File: src/lcdcd_pkg.sv
// Notes on behaviour
// - Command 0x60 takes one parameter; bits 1-0 select pixel depth.
// - Command 0x61 returns one read byte holding a fixed identification code.
// - Command 0x62 takes three synthesiser parameter bytes; the first two hold nibble fields.
// - Command 0x63 takes one byte of polarity flags and mode bits.
// - Command 0x64 takes 22 bytes; 11-bit values sent low byte first.
// - Timing values arrive in fixed order, two 8-bit pulse widths in middle.
// - Command 0x65 takes one byte; bit 7 is the scroll sync flag.
// - Command 0x67 loads sixteen 6-bit palette entries 0 to 15 in order.
// - Command 0x68 takes one byte of eight output drive select flags.
package lcdcd_pkg;

    // ==========================================================
    // Command codes
    localparam logic [7:0] CMD_PIXEL_DEPTH   = 8'h60;
    localparam logic [7:0] CMD_IDENT         = 8'h61;
    localparam logic [7:0] CMD_SYNTH         = 8'h62;
    localparam logic [7:0] CMD_PANEL_FLAGS   = 8'h63;
    localparam logic [7:0] CMD_PANEL_TIMING  = 8'h64;
    localparam logic [7:0] CMD_SCROLL_SYNC   = 8'h65;
    localparam logic [7:0] CMD_PALETTE       = 8'h67;
    localparam logic [7:0] CMD_DRIVE_SELECT  = 8'h68;

    // ==========================================================
    // Parameter counts and reset values
    localparam logic [4:0] SYNTH_PARAMS   = 5'd3;
    localparam logic [4:0] TIMING_PARAMS  = 5'd22;
    localparam logic [4:0] PALETTE_PARAMS = 5'd16;
    localparam int         TIMING_VALUES  = 12;
    localparam logic [4:0] PW_VERT_IDX    = 5'd12;
    localparam logic [4:0] PW_HORIZ_IDX   = 5'd13;
    localparam int         PAL_ENTRIES    = 16;
    localparam int         PAL_W          = 6;
    localparam logic [7:0] DRIVE_RESET    = 8'h00;

    typedef enum logic [2:0] {
        LCDCD_IDLE    = 3'b000,
        LCDCD_DEPTH   = 3'b001,
        LCDCD_SYNTH   = 3'b010,
        LCDCD_FLAGS   = 3'b011,
        LCDCD_TIMING  = 3'b100,
        LCDCD_SCROLL  = 3'b101,
        LCDCD_PALETTE = 3'b110,
        LCDCD_DRIVE   = 3'b111
    } lcdcd_state_e;

    typedef struct packed {
        logic [3:0] output_divider;
        logic [3:0] synth_input_divider;
        logic [3:0] synth_range_field;
        logic [3:0] multiplier;
        logic [1:0] two_bit_field;
        logic [4:0] synth_five_bit_field;
    } lcdcd_synth_s;

    typedef struct packed {
        logic vsync_polarity;
        logic hsync_polarity;
        logic data_enable_polarity;
        logic shift_clock_polarity;
        logic upscale_mode;
        logic color_mode_select;
        logic line_option_select;
    } lcdcd_flags_s;

    typedef struct packed {
        logic [10:0] horiz_total;
        logic [10:0] horiz_display_width;
        logic [10:0] horiz_display_start;
        logic [10:0] vert_total;
        logic [10:0] vert_display_height;
        logic [10:0] vert_display_start;
        logic [7:0]  vert_pulse_width;
        logic [7:0]  horiz_pulse_width;
        logic [10:0] horiz_pulse_position;
        logic [10:0] horiz_ratio;
        logic [10:0] vert_ratio;
        logic [10:0] horiz_offset;
    } lcdcd_timing_s;

endpackage
File: src/lcdcd_decoder.sv
`timescale 1ns/1ps
module lcdcd_decoder
    import lcdcd_pkg::*;
#(
    parameter logic [7:0] IDENT_CODE = 8'hA5 // Arbitrary value
)(
    input  wire logic              core_clk_in,
    input  wire logic              srst_in,
    input  wire logic              cmd_we_in,
    input  wire logic              param_we_in,
    input  wire logic              param_re_in,
    input  wire logic [7:0]        data_in,
    output logic      [7:0]        rd_data_out,
    output logic                   rd_valid_out,
    output logic      [1:0]        pixel_depth_out,
    output lcdcd_synth_s           synth_out,
    output lcdcd_flags_s           flags_out,
    output lcdcd_timing_s          timing_out,
    output logic                   scroll_sync_flag_out,
    output logic [PAL_ENTRIES*PAL_W-1:0] palette_out,
    output logic                   palette_we_out,
    output logic      [3:0]        palette_idx_out,
    output logic      [7:0]        drive_select_out,
    output logic                   busy_out
);
    // ==========================================================
    // Sequencing
    lcdcd_state_e state_q;
    lcdcd_state_e state_d;
    logic [4:0]   idx_q;
    logic [4:0]   last_idx;
    logic         param_take;
    logic         seq_done;
    logic         id_pending_q;

    assign param_take = param_we_in && (state_q != LCDCD_IDLE);
    assign last_idx   = (state_q == LCDCD_SYNTH)   ? SYNTH_PARAMS - 5'd1 :
                        (state_q == LCDCD_TIMING)  ? TIMING_PARAMS - 5'd1 :
                        (state_q == LCDCD_PALETTE) ? PALETTE_PARAMS - 5'd1 :
                        5'd0;
    assign seq_done   = param_take && (idx_q == last_idx);
    assign busy_out   = (state_q != LCDCD_IDLE);

    always_comb begin
        state_d = state_q;
        if (cmd_we_in) begin
            case (data_in)
                CMD_PIXEL_DEPTH:  state_d = LCDCD_DEPTH;
                CMD_SYNTH:        state_d = LCDCD_SYNTH;
                CMD_PANEL_FLAGS:  state_d = LCDCD_FLAGS;
                CMD_PANEL_TIMING: state_d = LCDCD_TIMING;
                CMD_SCROLL_SYNC:  state_d = LCDCD_SCROLL;
                CMD_PALETTE:      state_d = LCDCD_PALETTE;
                CMD_DRIVE_SELECT: state_d = LCDCD_DRIVE;
                default:          state_d = LCDCD_IDLE;
            endcase
        end else if (seq_done) begin
            state_d = LCDCD_IDLE;
        end
    end

    // A new command byte aborts any half-finished parameter run.
    always_ff @(posedge core_clk_in) begin
        if (srst_in) begin
            state_q <= LCDCD_IDLE;
            idx_q   <= 5'd0;
        end else begin
            state_q <= state_d;
            if (cmd_we_in || seq_done) begin
                idx_q <= 5'd0;
            end else if (param_take) begin
                idx_q <= idx_q + 5'd1;
            end
        end
    end

    // ==========================================================
    // Identification read
    always_ff @(posedge core_clk_in) begin
        if (srst_in) begin
            id_pending_q <= 1'b0;
            rd_data_out  <= 8'h00;
            rd_valid_out <= 1'b0;
        end else begin
            rd_valid_out <= 1'b0;
            if (cmd_we_in) begin
                id_pending_q <= (data_in == CMD_IDENT);
            end else if (param_re_in && id_pending_q) begin
                id_pending_q <= 1'b0;
                rd_data_out  <= IDENT_CODE;
                rd_valid_out <= 1'b1;
            end else if (param_we_in) begin
                // Only a read before any parameter write or any command other than 0x61 returns the code
                id_pending_q <= 1'b0;
            end
        end
    end

    // ==========================================================
    // Single-byte and synthesiser parameters
    logic we_depth, we_synth, we_flags, we_scroll, we_drive;
    assign we_depth  = param_take && (state_q == LCDCD_DEPTH);
    assign we_synth  = param_take && (state_q == LCDCD_SYNTH);
    assign we_flags  = param_take && (state_q == LCDCD_FLAGS);
    assign we_scroll = param_take && (state_q == LCDCD_SCROLL);
    assign we_drive  = param_take && (state_q == LCDCD_DRIVE);

    always_ff @(posedge core_clk_in) begin
        if (srst_in) begin
            pixel_depth_out      <= 2'b00;
            synth_out            <= '0;
            flags_out            <= '0;
            scroll_sync_flag_out <= 1'b0;
            drive_select_out     <= DRIVE_RESET;
        end else begin
            if (we_depth) begin
                pixel_depth_out <= data_in[1:0];
            end
            if (we_synth && idx_q == 5'd0) begin
                synth_out.output_divider      <= data_in[7:4];
                synth_out.synth_input_divider <= data_in[3:0];
            end
            if (we_synth && idx_q == 5'd1) begin
                synth_out.synth_range_field <= data_in[7:4];
                synth_out.multiplier        <= data_in[3:0];
            end
            if (we_synth && idx_q == 5'd2) begin
                synth_out.two_bit_field        <= data_in[6:5];
                synth_out.synth_five_bit_field <= data_in[4:0];
            end
            if (we_flags) begin
                flags_out <= {data_in[7:4], data_in[2:0]};
            end
            if (we_scroll) begin
                scroll_sync_flag_out <= data_in[7];
            end
            if (we_drive) begin
                drive_select_out <= data_in;
            end
        end
    end

    // ==========================================================
    // Panel timing: twelve values, two of them single bytes
    logic                     we_timing;
    logic [TIMING_VALUES-1:0] lo_we;
    logic [TIMING_VALUES-1:0] hi_we;
    logic [10:0]              tval [TIMING_VALUES];
    logic [4:0]               tslot;

    assign we_timing = param_take && (state_q == LCDCD_TIMING);
    // Byte index past the two pulse widths is moved back two bytes for pairing.
    assign tslot = (idx_q > PW_HORIZ_IDX) ? idx_q - 5'd2 : idx_q;

    genvar g;
    generate
        for (g = 0; g < TIMING_VALUES; g++) begin : g_tv
            assign lo_we[g] = we_timing && (idx_q == PW_VERT_IDX ||
                              idx_q == PW_HORIZ_IDX
                              ? idx_q == PW_VERT_IDX + 5'(g - 6)
                                && (g == 6 || g == 7)
                              : (g != 6 && g != 7) && tslot[0] == 1'b0
                                && tslot[4:1] == 4'(g < 6 ? g : g - 2));
            assign hi_we[g] = we_timing && (g != 6) && (g != 7)
                              && idx_q != PW_VERT_IDX
                              && idx_q != PW_HORIZ_IDX
                              && tslot[0] == 1'b1
                              && tslot[4:1] == 4'(g < 6 ? g : g - 2);
            lcdcd_param_reg u_tv (
                .core_clk_in (core_clk_in),
                .srst_in     (srst_in),
                .lo_we_in    (lo_we[g]),
                .hi_we_in    (hi_we[g]),
                .data_in     (data_in),
                .value_out   (tval[g])
            );
        end
    endgenerate

    assign timing_out = {tval[0], tval[1], tval[2], tval[3], tval[4],
                         tval[5], tval[6][7:0], tval[7][7:0], tval[8],
                         tval[9], tval[10], tval[11]};

    // ==========================================================
    // Palette
    logic [PAL_W-1:0] pal_q [PAL_ENTRIES];
    logic             we_pal;
    assign we_pal = param_take && (state_q == LCDCD_PALETTE);

    always_ff @(posedge core_clk_in) begin
        if (srst_in) begin
            for (int i = 0; i < PAL_ENTRIES; i++) begin
                pal_q[i] <= '0;
            end
            palette_we_out  <= 1'b0;
            palette_idx_out <= 4'h0;
        end else begin
            palette_we_out <= we_pal;
            if (we_pal) begin
                pal_q[idx_q[3:0]] <= data_in[5:0];
                palette_idx_out   <= idx_q[3:0];
            end
        end
    end

    generate
        for (g = 0; g < PAL_ENTRIES; g++) begin : g_pal
            assign palette_out[g*PAL_W +: PAL_W] = pal_q[g];
        end
    endgenerate
endmodule

File: src/lcdcd_param_reg.sv
`timescale 1ns/1ps
// One eleven-bit timing value assembled from a low byte and a high byte.
module lcdcd_param_reg
    import lcdcd_pkg::*;
(
    input  wire logic        core_clk_in,
    input  wire logic        srst_in,
    input  wire logic        lo_we_in,
    input  wire logic        hi_we_in,
    input  wire logic [7:0]  data_in,
    output logic      [10:0] value_out
);
    logic [10:0] value_q;

    always_ff @(posedge core_clk_in) begin
        if (srst_in) begin
            value_q <= 11'h000;
        end else if (lo_we_in) begin
            value_q[7:0] <= data_in;
        end else if (hi_we_in) begin
            value_q[10:8] <= data_in[2:0];
        end
    end

    assign value_out = value_q;
endmodule

File: config.mk
export PLATFORM = sky130hd
export DESIGN_NAME = lcdcd_decoder
export DESIGN_NICKNAME = d
export VERILOG_FILES = /design/src/lcdcd_pkg.sv /design/src/lcdcd_decoder.sv /design/src/lcdcd_param_reg.sv
export SDC_FILE = /design/constraint.sdc
export NUM_CORES = 1
export LEC_CHECK = 0
export ABC_AREA = 1
export BUFFER_PORTS_ARGS = -buffer_cell sky130_fd_sc_hd__buf_2
export CORE_MARGIN = 2
export CORE_UTILIZATION = 35
export CTS_CLUSTER_DIAMETER = 150
export DETAILED_ROUTE_END_ITERATION = 10
export GPL_ROUTABILITY_DRIVEN = 0
export GPL_TIMING_DRIVEN = 0
export HOLD_SLACK_MARGIN = 0.15
export SYNTH_ARGS = -nofsm -noshare
export SYNTH_HDL_FRONTEND = slang
export SYNTH_HIERARCHICAL = 1
export SYNTH_SLANG_ARGS = --single-unit
export TNS_END_PERCENT = 100
File: constraint.sdc
create_clock -name core_clk_in -period 4.6 [get_ports core_clk_in]
set_input_delay 0.46 -clock core_clk_in [delete_from_list [all_inputs] [get_ports core_clk_in]]
set_output_delay 0.46 -clock core_clk_in [all_outputs]
set_load 0.01 [all_outputs]
==> out/qor.csv, run 1 <==
stage,metric,value,unit
run_status,status,"finished, final reports clean",
worst_setup_path,worst r2r src,idx_q[1]$_SDFFE_PP0P_,
clock_tree,TritonCTS clock tree,yes,
worst_setup_path,worst-path cell chain,inv_1 -> ha_1 -> inv_1 -> nor2_1 -> nand2_2 -> nand3_1 -> a21oi_1 -> nand2_1 -> nor2_1 -> buf_6 -> o21ai_2 -> a21oi_1,
sta,Hold Fails Final Rpt,0,
die,die width,181.6,um
place,DP Worst Slack,1622,ps
clock_tree,clock-pin slew on the worst setup and hold paths,60,ps
clock_tree,CTS Sinks,279,
sta,fin crit period,3042,ps
worst_hold_path,type of the worst min-delay path,input pin to flop,
pwr,Power Dens Cells,372.2,nW/um^2
place,HPWL Detailed,23320,um
worst_hold_path,Hold Crit Start,param_re_in,
clock_tree,CTS Buf Count,30,
die,die height,181.6,um
routing,residual DRC count,0,
sta,fin. max-slew vios,0,
yosys,Yosys Warn Count,6,
cells_and_area,layout cells sized above 1,27.06,%
clock_tree,CTS root buffer,clkbuf_16,
routing,vias per cell,4.740,
grt,vias in the first global route,8853,
grt,Total Routing Usage GR,19.26,%
run,Max Cap Viol,0,
grt,pin count of the biggest net entering global routing,19,
cells_and_area,diode count,0,
worst_setup_path,Worst setup EP type,flop,
clock_tree,Skew-Pair Late Insertion Delay,560,ps
die,core area,31310,um^2
grt,initial antenna violation count,0,
clock_tree,worst-case clock buffer depth,3,
routing,DR WL/cell,16.60,um
yosys,Syn Area/Cell,8.843,um^2
pwr,worst ir drop on vdd,0.0002456,V
yosys,Syn Inst Count,1249,
routing,via count,9456,
sta,"Period Utilization, post-route",66.13,%
worst_setup_path,"Largest stage delay, worst path",550,ps
worst_setup_path,Critical Path Fanout Max,10,
clock_tree,CTS Hold Bufs,0,
place,placement-stage cell area,12990,um^2
sta,Rel. slew slack,36.23,%
sta,worst setup margin,1558,ps
die,Rows,65,
worst_setup_path,Critical Path RT,5080,ps
cells_and_area,post-layout util,44.62,%
sta,Setup TNS Final,0,ps
grt,GRT overflow,0,
routing,initial DRC count,630,
clock_tree,Post-CTS Resized,0,
sta,maximum clock rate,328.7,MHz
sta,worst slew pin tran,947.8,ps
worst_setup_path,Worst Setup SP,idx_q[1]$_SDFFE_PP0P_,
routing,antenna-violating nets left,0,
clock_tree,H-tree depth,1,
die,Die ar.,32990,um^2
worst_setup_path,critical path class,flop to flop,
routing,first drt pass iteration count,5,
place,Buffers on Ports,285,
routing,Routed WL,33120,um
pwr,total power,5.200,mW
worst_setup_path,CP Launch Type,flop,
yosys,Synth Cell Area,11040,um^2
sta,unrepaired setup endpoints after global routing,no,
grt,first-pass GRT wire length,50090,um
cells_and_area,Layout area overhead,26.50,%
die,Initial Util,35.27,%
pwr,Leakage,6.600,nW
worst_setup_path,Worst Path Arrival,3530,ps
sta,clk_skew,6.230,ps
clock_tree,postcts setup bufs,0,
cells_and_area,fin area,13970,um^2
sta,Final setup viols,0,
cells_and_area,Final #Nets,1590,
die,I/O pin cnt,291,
worst_setup_path,slowest cell on the critical path,dfxtp_1,
-- through the flow --
step	hold WS, ps	std cells
after global placement	436.7	1939
after CTS	165.5	1995
after floorplan	459.8	1252
final	194.4	1995
after global routing	181.6	1995
after detailed placement	439.1	1939
-- final cells by class --
cell class,instances,area [um^2]
Buffer,59,474.2
Clock buffer,45,888.4
Clock inverter,11,97.59
Fill cell,3128,17340
Inverter,109,409.1
Multi-Input combinational cell,805,3626
Sequential cell,279,6546
Tap cell,402,503.0
Timing Repair Buffer,285,1426
-- worst paths after layout --
path	end	slack, ps	cells past startpoint
min	id_pending_q$_SDFFE_PP0P_	190	4
max	g_tv[2].u_tv/value_out[1]$_SDFFE_PP0P_	1560	12
max reg2reg	g_tv[2].u_tv/value_out[1]$_SDFFE_PP0P_	1560	12
min reg2reg	synth_out[14]$_SDFFE_PP0P_	450	2
-- critical path: cells and delay by family (launching register included) --
kind	cells	cell delay (ps)
AND/OR/NAND/NOR	5	1170
AO/OA/AOI/OAI	3	400
flip-flops	1	550
adder cells (fa/ha/maj)	1	260
buffers and inverters	3	570
-- flip-flops by register name (all words and copies together) (netlist names), 3 cells and up --
| signal | flops |
|---|---|
| palette_idx_out | 4 |
| pal_q | 96 |
| drive_select_out | 8 |
| g_tv.u_tv/value_out | 126 |
| synth_out | 23 |
| flags_out | 7 |
| state_q | 3 |
| idx_q | 5 |
-- per-layer routing --
metal  up-vias  part of all wire [%]  GRT usage (%)
met5         -                     0              0
met4         0                   1.3          3.480
met3        35                   9.2          5.957
met2       324                    45          31.65
met1      4422                    44          25.25
li1       4675                     -              -
-- report_power, final --
part | total, mW | switching [mW] | leakage [nW] | internal (mW)
sequential | 2.59 | 0.0123 | 2.42 | 2.58
clock | 2.38 | 0.995 | 0.492 | 1.39
combinational | 0.222 | 0.163 | 3.69 | 0.0595
total | 5.20 | 1.17 | 6.60 | 4.03
-- placed cells by master, fill, tap and decap left out, drive strengths merged --
cell type / count
bufinv: 1
nor4: 1
a21oi: 80
clkinvlp: 1
o211ai: 1
and2: 1
inv: 110
o21ai: 124
nor2: 379
xor2: 4
clkbuf: 76
clkinv: 8
o22ai: 1
ha: 8
nand2: 136
or2: 1
buf: 313
dfxtp: 183
conb: 4
edfxtp: 96
nand4: 6
nand3: 59
(Power assumes the default switching activity.)
==> run 2: changes to the inputs <==
--- a/config.mk
+++ b/config.mk
@@ -5,7 +5,7 @@
 export SDC_FILE = /design/constraint.sdc
 export NUM_CORES = 1
 export LEC_CHECK = 0
-export ABC_AREA = 1
+export ABC_AREA = 0
 export BUFFER_PORTS_ARGS = -buffer_cell sky130_fd_sc_hd__buf_2
 export CORE_MARGIN = 2
 export CORE_UTILIZATION = 35
==> constraint.sdc (replaced) <==
create_clock -name core_clk_in -period 3.2 [get_ports core_clk_in]
set_input_delay 0.32 -clock core_clk_in [delete_from_list [all_inputs] [get_ports core_clk_in]]
set_output_delay 0.32 -clock core_clk_in [all_outputs]
set_load 0.01 [all_outputs]
==> out/qor.csv, run 2 <==
stage,metric,value,unit,change
cells_and_area,post-layout util,44.87,%,+0.25 points
worst_setup_path,Worst setup EP type,flop,,
clock_tree,CTS root buffer,clkbuf_16,,
die,Die ar.,34930,um^2,+5.9%
pwr,sw power,1.664,mW,+42%
cells_and_area,diode count,0,,unchanged
worst_setup_path,slowest cell on the critical path,dfxtp_1,,
sta,Setup TNS Final,0,ps,unchanged
worst_setup_path,flop2flop setup slack,340,ps,-1220 ps
die,core area,32700,um^2,+4.4%
clock_tree,CTS Buf Count,31,,+3.3%
worst_setup_path,"most used cell, CP",nor2_1,,
cells_and_area,layout cells sized above 1,30.14,%,+3.1 points
worst_hold_path,worst hold stages,4,,unchanged
die,Rows,66,,+1.5%
sta,worst slew pin tran,1015,ps,+66.74 ps
grt,initial antenna violation count,1,,+1
pwr,Clock power frac,45.0,%,-0.9 points
cells_and_area,Layout fillers,3233,,+3.4%
sta,"Period Utilization, post-route",89.42,%,+23 points
worst_setup_path,Critical Path RT,3650,ps,-1430 ps
pwr,Power Dens Cells,497.8,nW/um^2,+34%
worst_setup_path,Critical Path Fanout Max,10,,unchanged
routing,antenna-violating nets left,0,,unchanged
cells_and_area,flip-flop count of the largest register after layout,126,,unchanged
worst_hold_path,Hold Crit Start,param_we_in,,
run_status,status,"finished, final reports clean",,
cells_and_area,Final #Nets,1377,,-13%
clock_tree,TritonCTS clock tree,yes,,
grt,first-pass GRT wire length,49490,um,-1.2%
sta,fin. max-slew vios,0,,unchanged
cells_and_area,final non-filler cell total,1822,,-8.7%
sta,maximum clock rate,349.5,MHz,+6.3%
cells_and_area,"commonest non-fill, non-tap cell in the layout",buf_2,,
worst_setup_path,r2r worst-path depth,10,,-2
place,Buffers on Ports,286,,+0.35%
cells_and_area,Layout area overhead,25.34,%,
run,Max Cap Viol,0,,unchanged
die,Initial Util,35.80,%,+0.53 points
pwr,Sequential Power Share,51.0,%,+1.1 points
worst_setup_path,"Largest stage delay, worst path",350,ps,-200 ps
worst_setup_path,critical path class,flop to flop,,
routing,Routed WL,32140,um,-3.0%
worst_setup_path,R2R Path End,g_tv[8].u_tv/value_out[1]$_SDFFE_PP0P_,,
routing,vias per cell,4.670,,-1.5%
pwr,combinational share of power,4.1,%,-0.2 points
cells_and_area,most frequent cells in the layout,"buf_2 (293), dfxtp_1 (182), nor2_1 (160)",,
sta,Final setup viols,0,,unchanged
routing,first drt pass iteration count,5,,unchanged
pwr,Net Sw Frac,22.78,%,+0.27 points
sta,Hold Fails Final Rpt,0,,unchanged
grt,GRT overflow,0,,unchanged
sta,unrepaired setup endpoints after global routing,no,,
worst_setup_path,Worst Path Arrival,3310,ps,-220 ps
clock_tree,worst-case clock buffer depth,3,,unchanged
die,I/O pin cnt,291,,unchanged
clock_tree,H-tree depth,1,,unchanged
sta,fin crit period,2862,ps,-180.6 ps
clock_tree,postcts setup bufs,0,,unchanged
worst_hold_path,type of the worst min-delay path,input pin to flop,,
yosys,Synth Cell Area,11710,um^2,+6.0%
pwr,worst ir drop on vdd,0.0003783,V,+54%
routing,residual DRC count,0,,unchanged
die,die height,186.9,um,+2.9%
sta,worst setup margin,338.5,ps,-1219 ps
die,die width,186.9,um,+2.9%
pwr,Leakage,6.263,nW,-5.1%
place,HPWL Detailed,22510,um,-3.5%
grt,Total Routing Usage GR,17.82,%,-1.4 points
grt,vias in the first global route,8326,,-6.0%
worst_setup_path,CP top delay family,simple AND/OR/NAND/NOR gates,,
routing,initial DRC count,427,,-32%
sta,clk_skew,9.741,ps,+3.512 ps
routing,DR WL/cell,17.64,um,+6.2%
worst_setup_path,worst r2r src,idx_q[0]$_SDFFE_PP0P_,,
worst_hold_path,sink of the worst hold path,idx_q[2]$_SDFFE_PP0P_,,
yosys,Syn Inst Count,1031,,-17%
yosys,Syn Area/Cell,11.36,um^2,+28%
place,Inst Count DP,1762,,-9.1%
sta,Hold WS,258.7,ps,+64.30 ps
clock_tree,CTS Sinks,279,,unchanged
worst_setup_path,worst-path cell chain,buf_2 -> inv_1 -> ha_1 -> nor2_1 -> o211ai_2 -> nor3_2 -> nor3b_2 -> buf_6 -> mux2i_1 -> nor2_1,,
yosys,Yosys Warn Count,6,,unchanged
worst_setup_path,WP buf/inv,3,,unchanged
clock_tree,Skew-Pair Late Insertion Delay,560,ps,about the same
routing,via count,8509,,-10%
grt,pin count of the biggest net entering global routing,55,,+36
sta,Rel. slew slack,32.37,%,-3.9 points
pwr,internal power,5.641,mW,+40%
place,DP Worst Slack,204.7,ps,-1417 ps
worst_setup_path,CP Launch Type,flop,,
clock_tree,clock-pin slew on the worst setup and hold paths,60,ps,about the same
run 2: tightest hold or removal path, delay by kind of cell:
family | cells | cell delay [ps]
compound gates | 1 | 120
buf+inv | 1 | 150
xor+xnor | 1 | 140
simple gates | 1 | 50
run 2: power by group through the flow:
stage,logic [mW],registers (mW),clock network (mW)
floorplan,0.113,3.82,0
finish,0.296,3.72,3.28
global route,0.320,3.73,3.52
global placement,0.299,3.80,0
CTS,0.303,3.72,3.38
detailed placement,0.300,3.80,0
run 2: timing repair:
action,CTS,global route
hold buffers,3,0
resized for setup,0,1
endpoints found under the hold margin,6,0
setup endpoints to repair,0,3
run 2: metal layers:
metal / GRT usage [%] / share of wire, % / wire length [um]
met1: 24.01 / 46 / 14660
met2: 28.57 / 45 / 14540
met3: 5.535 / 7.7 / 2469
met4: 3.053 / 1.4 / 458
met5: 0 / 0.040 / 13
run 2: how the worst max path moves through the flow:
stage,start,end,cells after the start
floorplan,idx_q[1]$_SDFFE_PP0P_,g_tv[4].u_tv/value_out[10]$_SDFFE_PP0P_,9
global placement,idx_q[1]$_SDFFE_PP0P_,g_tv[8].u_tv/value_out[6]$_SDFFE_PP0P_,9
detailed placement,idx_q[1]$_SDFFE_PP0P_,g_tv[8].u_tv/value_out[0]$_SDFFE_PP0P_,9
CTS,idx_q[1]$_SDFFE_PP0P_,g_tv[8].u_tv/value_out[1]$_SDFFE_PP0P_,9
global route,idx_q[0]$_SDFFE_PP0P_,g_tv[8].u_tv/value_out[7]$_SDFFE_PP0P_,10
finish,idx_q[0]$_SDFFE_PP0P_,g_tv[8].u_tv/value_out[1]$_SDFFE_PP0P_,10
run 2: stage by stage:
step | area [um^2] | power, mW
4_1_cts | 14670 | 7.412
3_5_place_dp | 13700 | 4.102
6_report | 14670 | 7.305
3_3_place_gp | 13700 | 4.100
2_1_floorplan | 11720 | 3.935
5_1_grt | 14670 | 7.568
run 2: final cells by class:
cell class	instances	area (um^2)	area share [%]
multi-input combinational	682	4653	31.71
inverter	6	22.52	0.1535
clock buffer	40	839.6	5.721
sequential	279	6548	44.62
buffer	67	496.7	3.385
timing repair buffer	289	1461	9.959
tap	442	553.0	3.769
clock inverter	17	100.1	0.6821
==> run 3: changes to the inputs <==
==> constraint.sdc (replaced) <==
create_clock -name core_clk_in -period 3.2 [get_ports core_clk_in]
set_input_delay 0.96 -clock core_clk_in [delete_from_list [all_inputs] [get_ports core_clk_in]]
set_output_delay 0.96 -clock core_clk_in [all_outputs]
set_load 0.01 [all_outputs]
==> out/qor.csv, run 3 (synthesis gave the netlist of run 2 again) <==
stage,metric,value,unit,change
worst_setup_path,CP top delay family,simple AND/OR/NAND/NOR gates,,
cells_and_area,Layout area overhead,25.08,%,
place,Buffers on Ports,286,,unchanged
clock_tree,CTS root buffer,clkbuf_16,,
sta,Hold WS,453.7,ps,+195.1 ps
clock_tree,TritonCTS clock tree,yes,,
die,die width,186.9,um,unchanged
die,Initial Util,35.80,%,unchanged
pwr,total power,7.300,mW,about the same
grt,Total Routing Usage GR,17.82,%,about the same
grt,vias in the first global route,8313,,-0.16%
routing,antenna-violating nets left,0,,unchanged
pwr,Power Dens Cells,498.5,nW/um^2,+0.13%
die,die height,186.9,um,unchanged
worst_hold_path,Hold Crit Start,palette_idx_out[3]$_SDFFE_PP0N_,,
clock_tree,clock-pin slew on the worst setup and hold paths,60,ps,about the same
cells_and_area,flip-flop count of the largest register after layout,126,,unchanged
sta,maximum clock rate,349.7,MHz,about the same
sta,Setup TNS Final,0,ps,unchanged
routing,Routed WL,32100,um,-0.12%
die,core area,32700,um^2,unchanged
cells_and_area,"commonest non-fill, non-tap cell in the layout",buf_2,,
clock_tree,Skew-Pair Late Insertion Delay,560,ps,about the same
routing,DR WL/cell,17.65,um,about the same
sta,worst slew pin tran,1020,ps,+5.480 ps
routing,residual DRC count,0,,unchanged
run,Max Cap Viol,0,,unchanged
worst_setup_path,slowest cell on the critical path,ha_1,,
worst_hold_path,sink of the worst hold path,palette_idx_out[3]$_SDFFE_PP0N_,,
cells_and_area,fin area,14640,um^2,-0.21%
sta,unrepaired setup endpoints after global routing,no,,
sta,Hold Fails Final Rpt,0,,unchanged
grt,pin count of the biggest net entering global routing,55,,unchanged
clock_tree,CTS Buf Count,31,,unchanged
worst_setup_path,WP buf/inv,2,,-1
worst_setup_path,critical path class,flop to flop,,
routing,vias per cell,4.664,,-0.13%
sta,fin. max-slew vios,0,,unchanged
sta,"Period Utilization, post-route",89.36,%,about the same
grt,initial antenna violation count,1,,unchanged
cells_and_area,Final #Nets,1374,,-0.22%
die,Rows,66,,unchanged
worst_hold_path,worst hold stages,2,,-2
run_status,status,"finished, final reports clean",,
grt,GRT overflow,0,,unchanged
worst_setup_path,Critical Path Fanout Max,10,,unchanged
cells_and_area,post-layout util,44.78,%,-0.092 points
worst_hold_path,type of the worst min-delay path,flop to flop,,
clock_tree,CTS Sinks,279,,unchanged
worst_setup_path,flop2flop setup slack,340,ps,about the same
worst_setup_path,Critical Path RT,3650,ps,about the same
worst_setup_path,worst r2r src,idx_q[1]$_SDFFE_PP0P_,,
clock_tree,postcts setup bufs,0,,unchanged
sta,Final setup viols,0,,unchanged
clock_tree,worst-case clock buffer depth,3,,unchanged
sta,Rel. slew slack,32.00,%,-0.37 points
grt,first-pass GRT wire length,49440,um,about the same
worst_setup_path,CP Launch Type,flop,,
cells_and_area,diode count,0,,unchanged
place,HPWL Detailed,22510,um,unchanged
worst_setup_path,worst-path cell chain,inv_1 -> ha_1 -> nand2_1 -> a31oi_4 -> mux2i_1 -> nor3_1 -> buf_6 -> mux2i_1 -> nor2_1,,
routing,via count,8484,,-0.29%
routing,initial DRC count,478,,+12%
die,Die ar.,34930,um^2,unchanged
sta,fin crit period,2860,ps,-1.954 ps
routing,first drt pass iteration count,4,,-1
cells_and_area,most frequent cells in the layout,"buf_2 (293), dfxtp_1 (182), nor2_1 (160)",,
worst_setup_path,"Largest stage delay, worst path",450,ps,+100 ps
pwr,Leakage,6.248,nW,-0.24%
worst_setup_path,Worst Path Arrival,3310,ps,about the same
place,placement-stage cell area,13700,um^2,unchanged
cells_and_area,layout cells sized above 1,30.21,%,+0.066 points
sta,clk_skew,9.758,ps,+0.01621 ps
worst_setup_path,"most used cell, CP",mux2i_1,,
die,I/O pin cnt,291,,unchanged
worst_setup_path,R2R Path End,g_tv[10].u_tv/value_out[4]$_SDFFE_PP0P_,,
worst_setup_path,Worst setup EP type,flop,,
worst_setup_path,r2r worst-path depth,9,,-1
clock_tree,H-tree depth,1,,unchanged
pwr,worst ir drop on vdd,0.0003783,V,about the same
[run 3: worst min-delay path, cell delays in order, from the launching register on]
cell and delay (ps):
dfxtp_1 310, nand2_1 50, a21oi_1 50
[run 3: how the worst max path moves through the flow]
| stage | start | slack (ps) | end | depth (start not counted) |
|---|---|---|---|---|
| after global placement | srst_in | -110 | pal_q[2][3]$_SDFFCE_PN0P_ | 4 |
| after CTS | idx_q[1]$_SDFFE_PP0P_ | 180 | g_tv[8].u_tv/value_out[1]$_SDFFE_PP0P_ | 9 |
| after global routing | idx_q[0]$_SDFFE_PP0P_ | 90 | g_tv[8].u_tv/value_out[7]$_SDFFE_PP0P_ | 10 |
| after detailed placement | srst_in | -120 | pal_q[14][2]$_SDFFCE_PN0P_ | 4 |
| final | idx_q[1]$_SDFFE_PP0P_ | 340 | g_tv[10].u_tv/value_out[4]$_SDFFE_PP0P_ | 9 |
| after floorplan | param_we_in | 880 | pal_q[13][0]$_SDFFCE_PN0P_ | 4 |
[run 3: report_power, final]
part | leakage [nW] | total, mW | internal, mW | switching (mW)
registers | 2.45 | 3.72 | 3.71 | 0.0184
clock network | 0.450 | 3.28 | 1.85 | 1.43
logic | 3.35 | 0.294 | 0.0864 | 0.207
[run 3: final cells by class]
cell class / instances / area (um^2)
fillers: 3235 / 18060
flip-flops and latches: 279 / 6548
multi-input cells: 682 / 4653
repair buffers: 286 / 1431
clock buffers: 40 / 839.6
well taps: 442 / 553.0
plain buffers: 67 / 496.7
clock inverters: 17 / 100.1
inverters: 6 / 22.52
[run 3: per-stage QoR]
| step | cells | worst slack (ps) |
|---|---|---|
| after detailed placement | 1762 | -115.5 |
| after global placement | 1762 | -108.0 |
| after global routing | 1819 | 88.83 |
| after CTS | 1819 | 176.1 |
| final | 1819 | 340.4 |
| after floorplan | 1034 | 882.7 |
[run 3: repair_timing]
| action | CTS | global route |
|---|---|---|
| resized for setup | 0 | 1 |
| endpoints found under the setup margin | 0 | 3 |
| hold buffers | 0 | 0 |
[run 3: layer usage]
metal,track usage [%],wire [um]
met1,24.01,14640
met2,28.55,14490
met3,5.516,2501
met4,3.053,456
met5,0,13
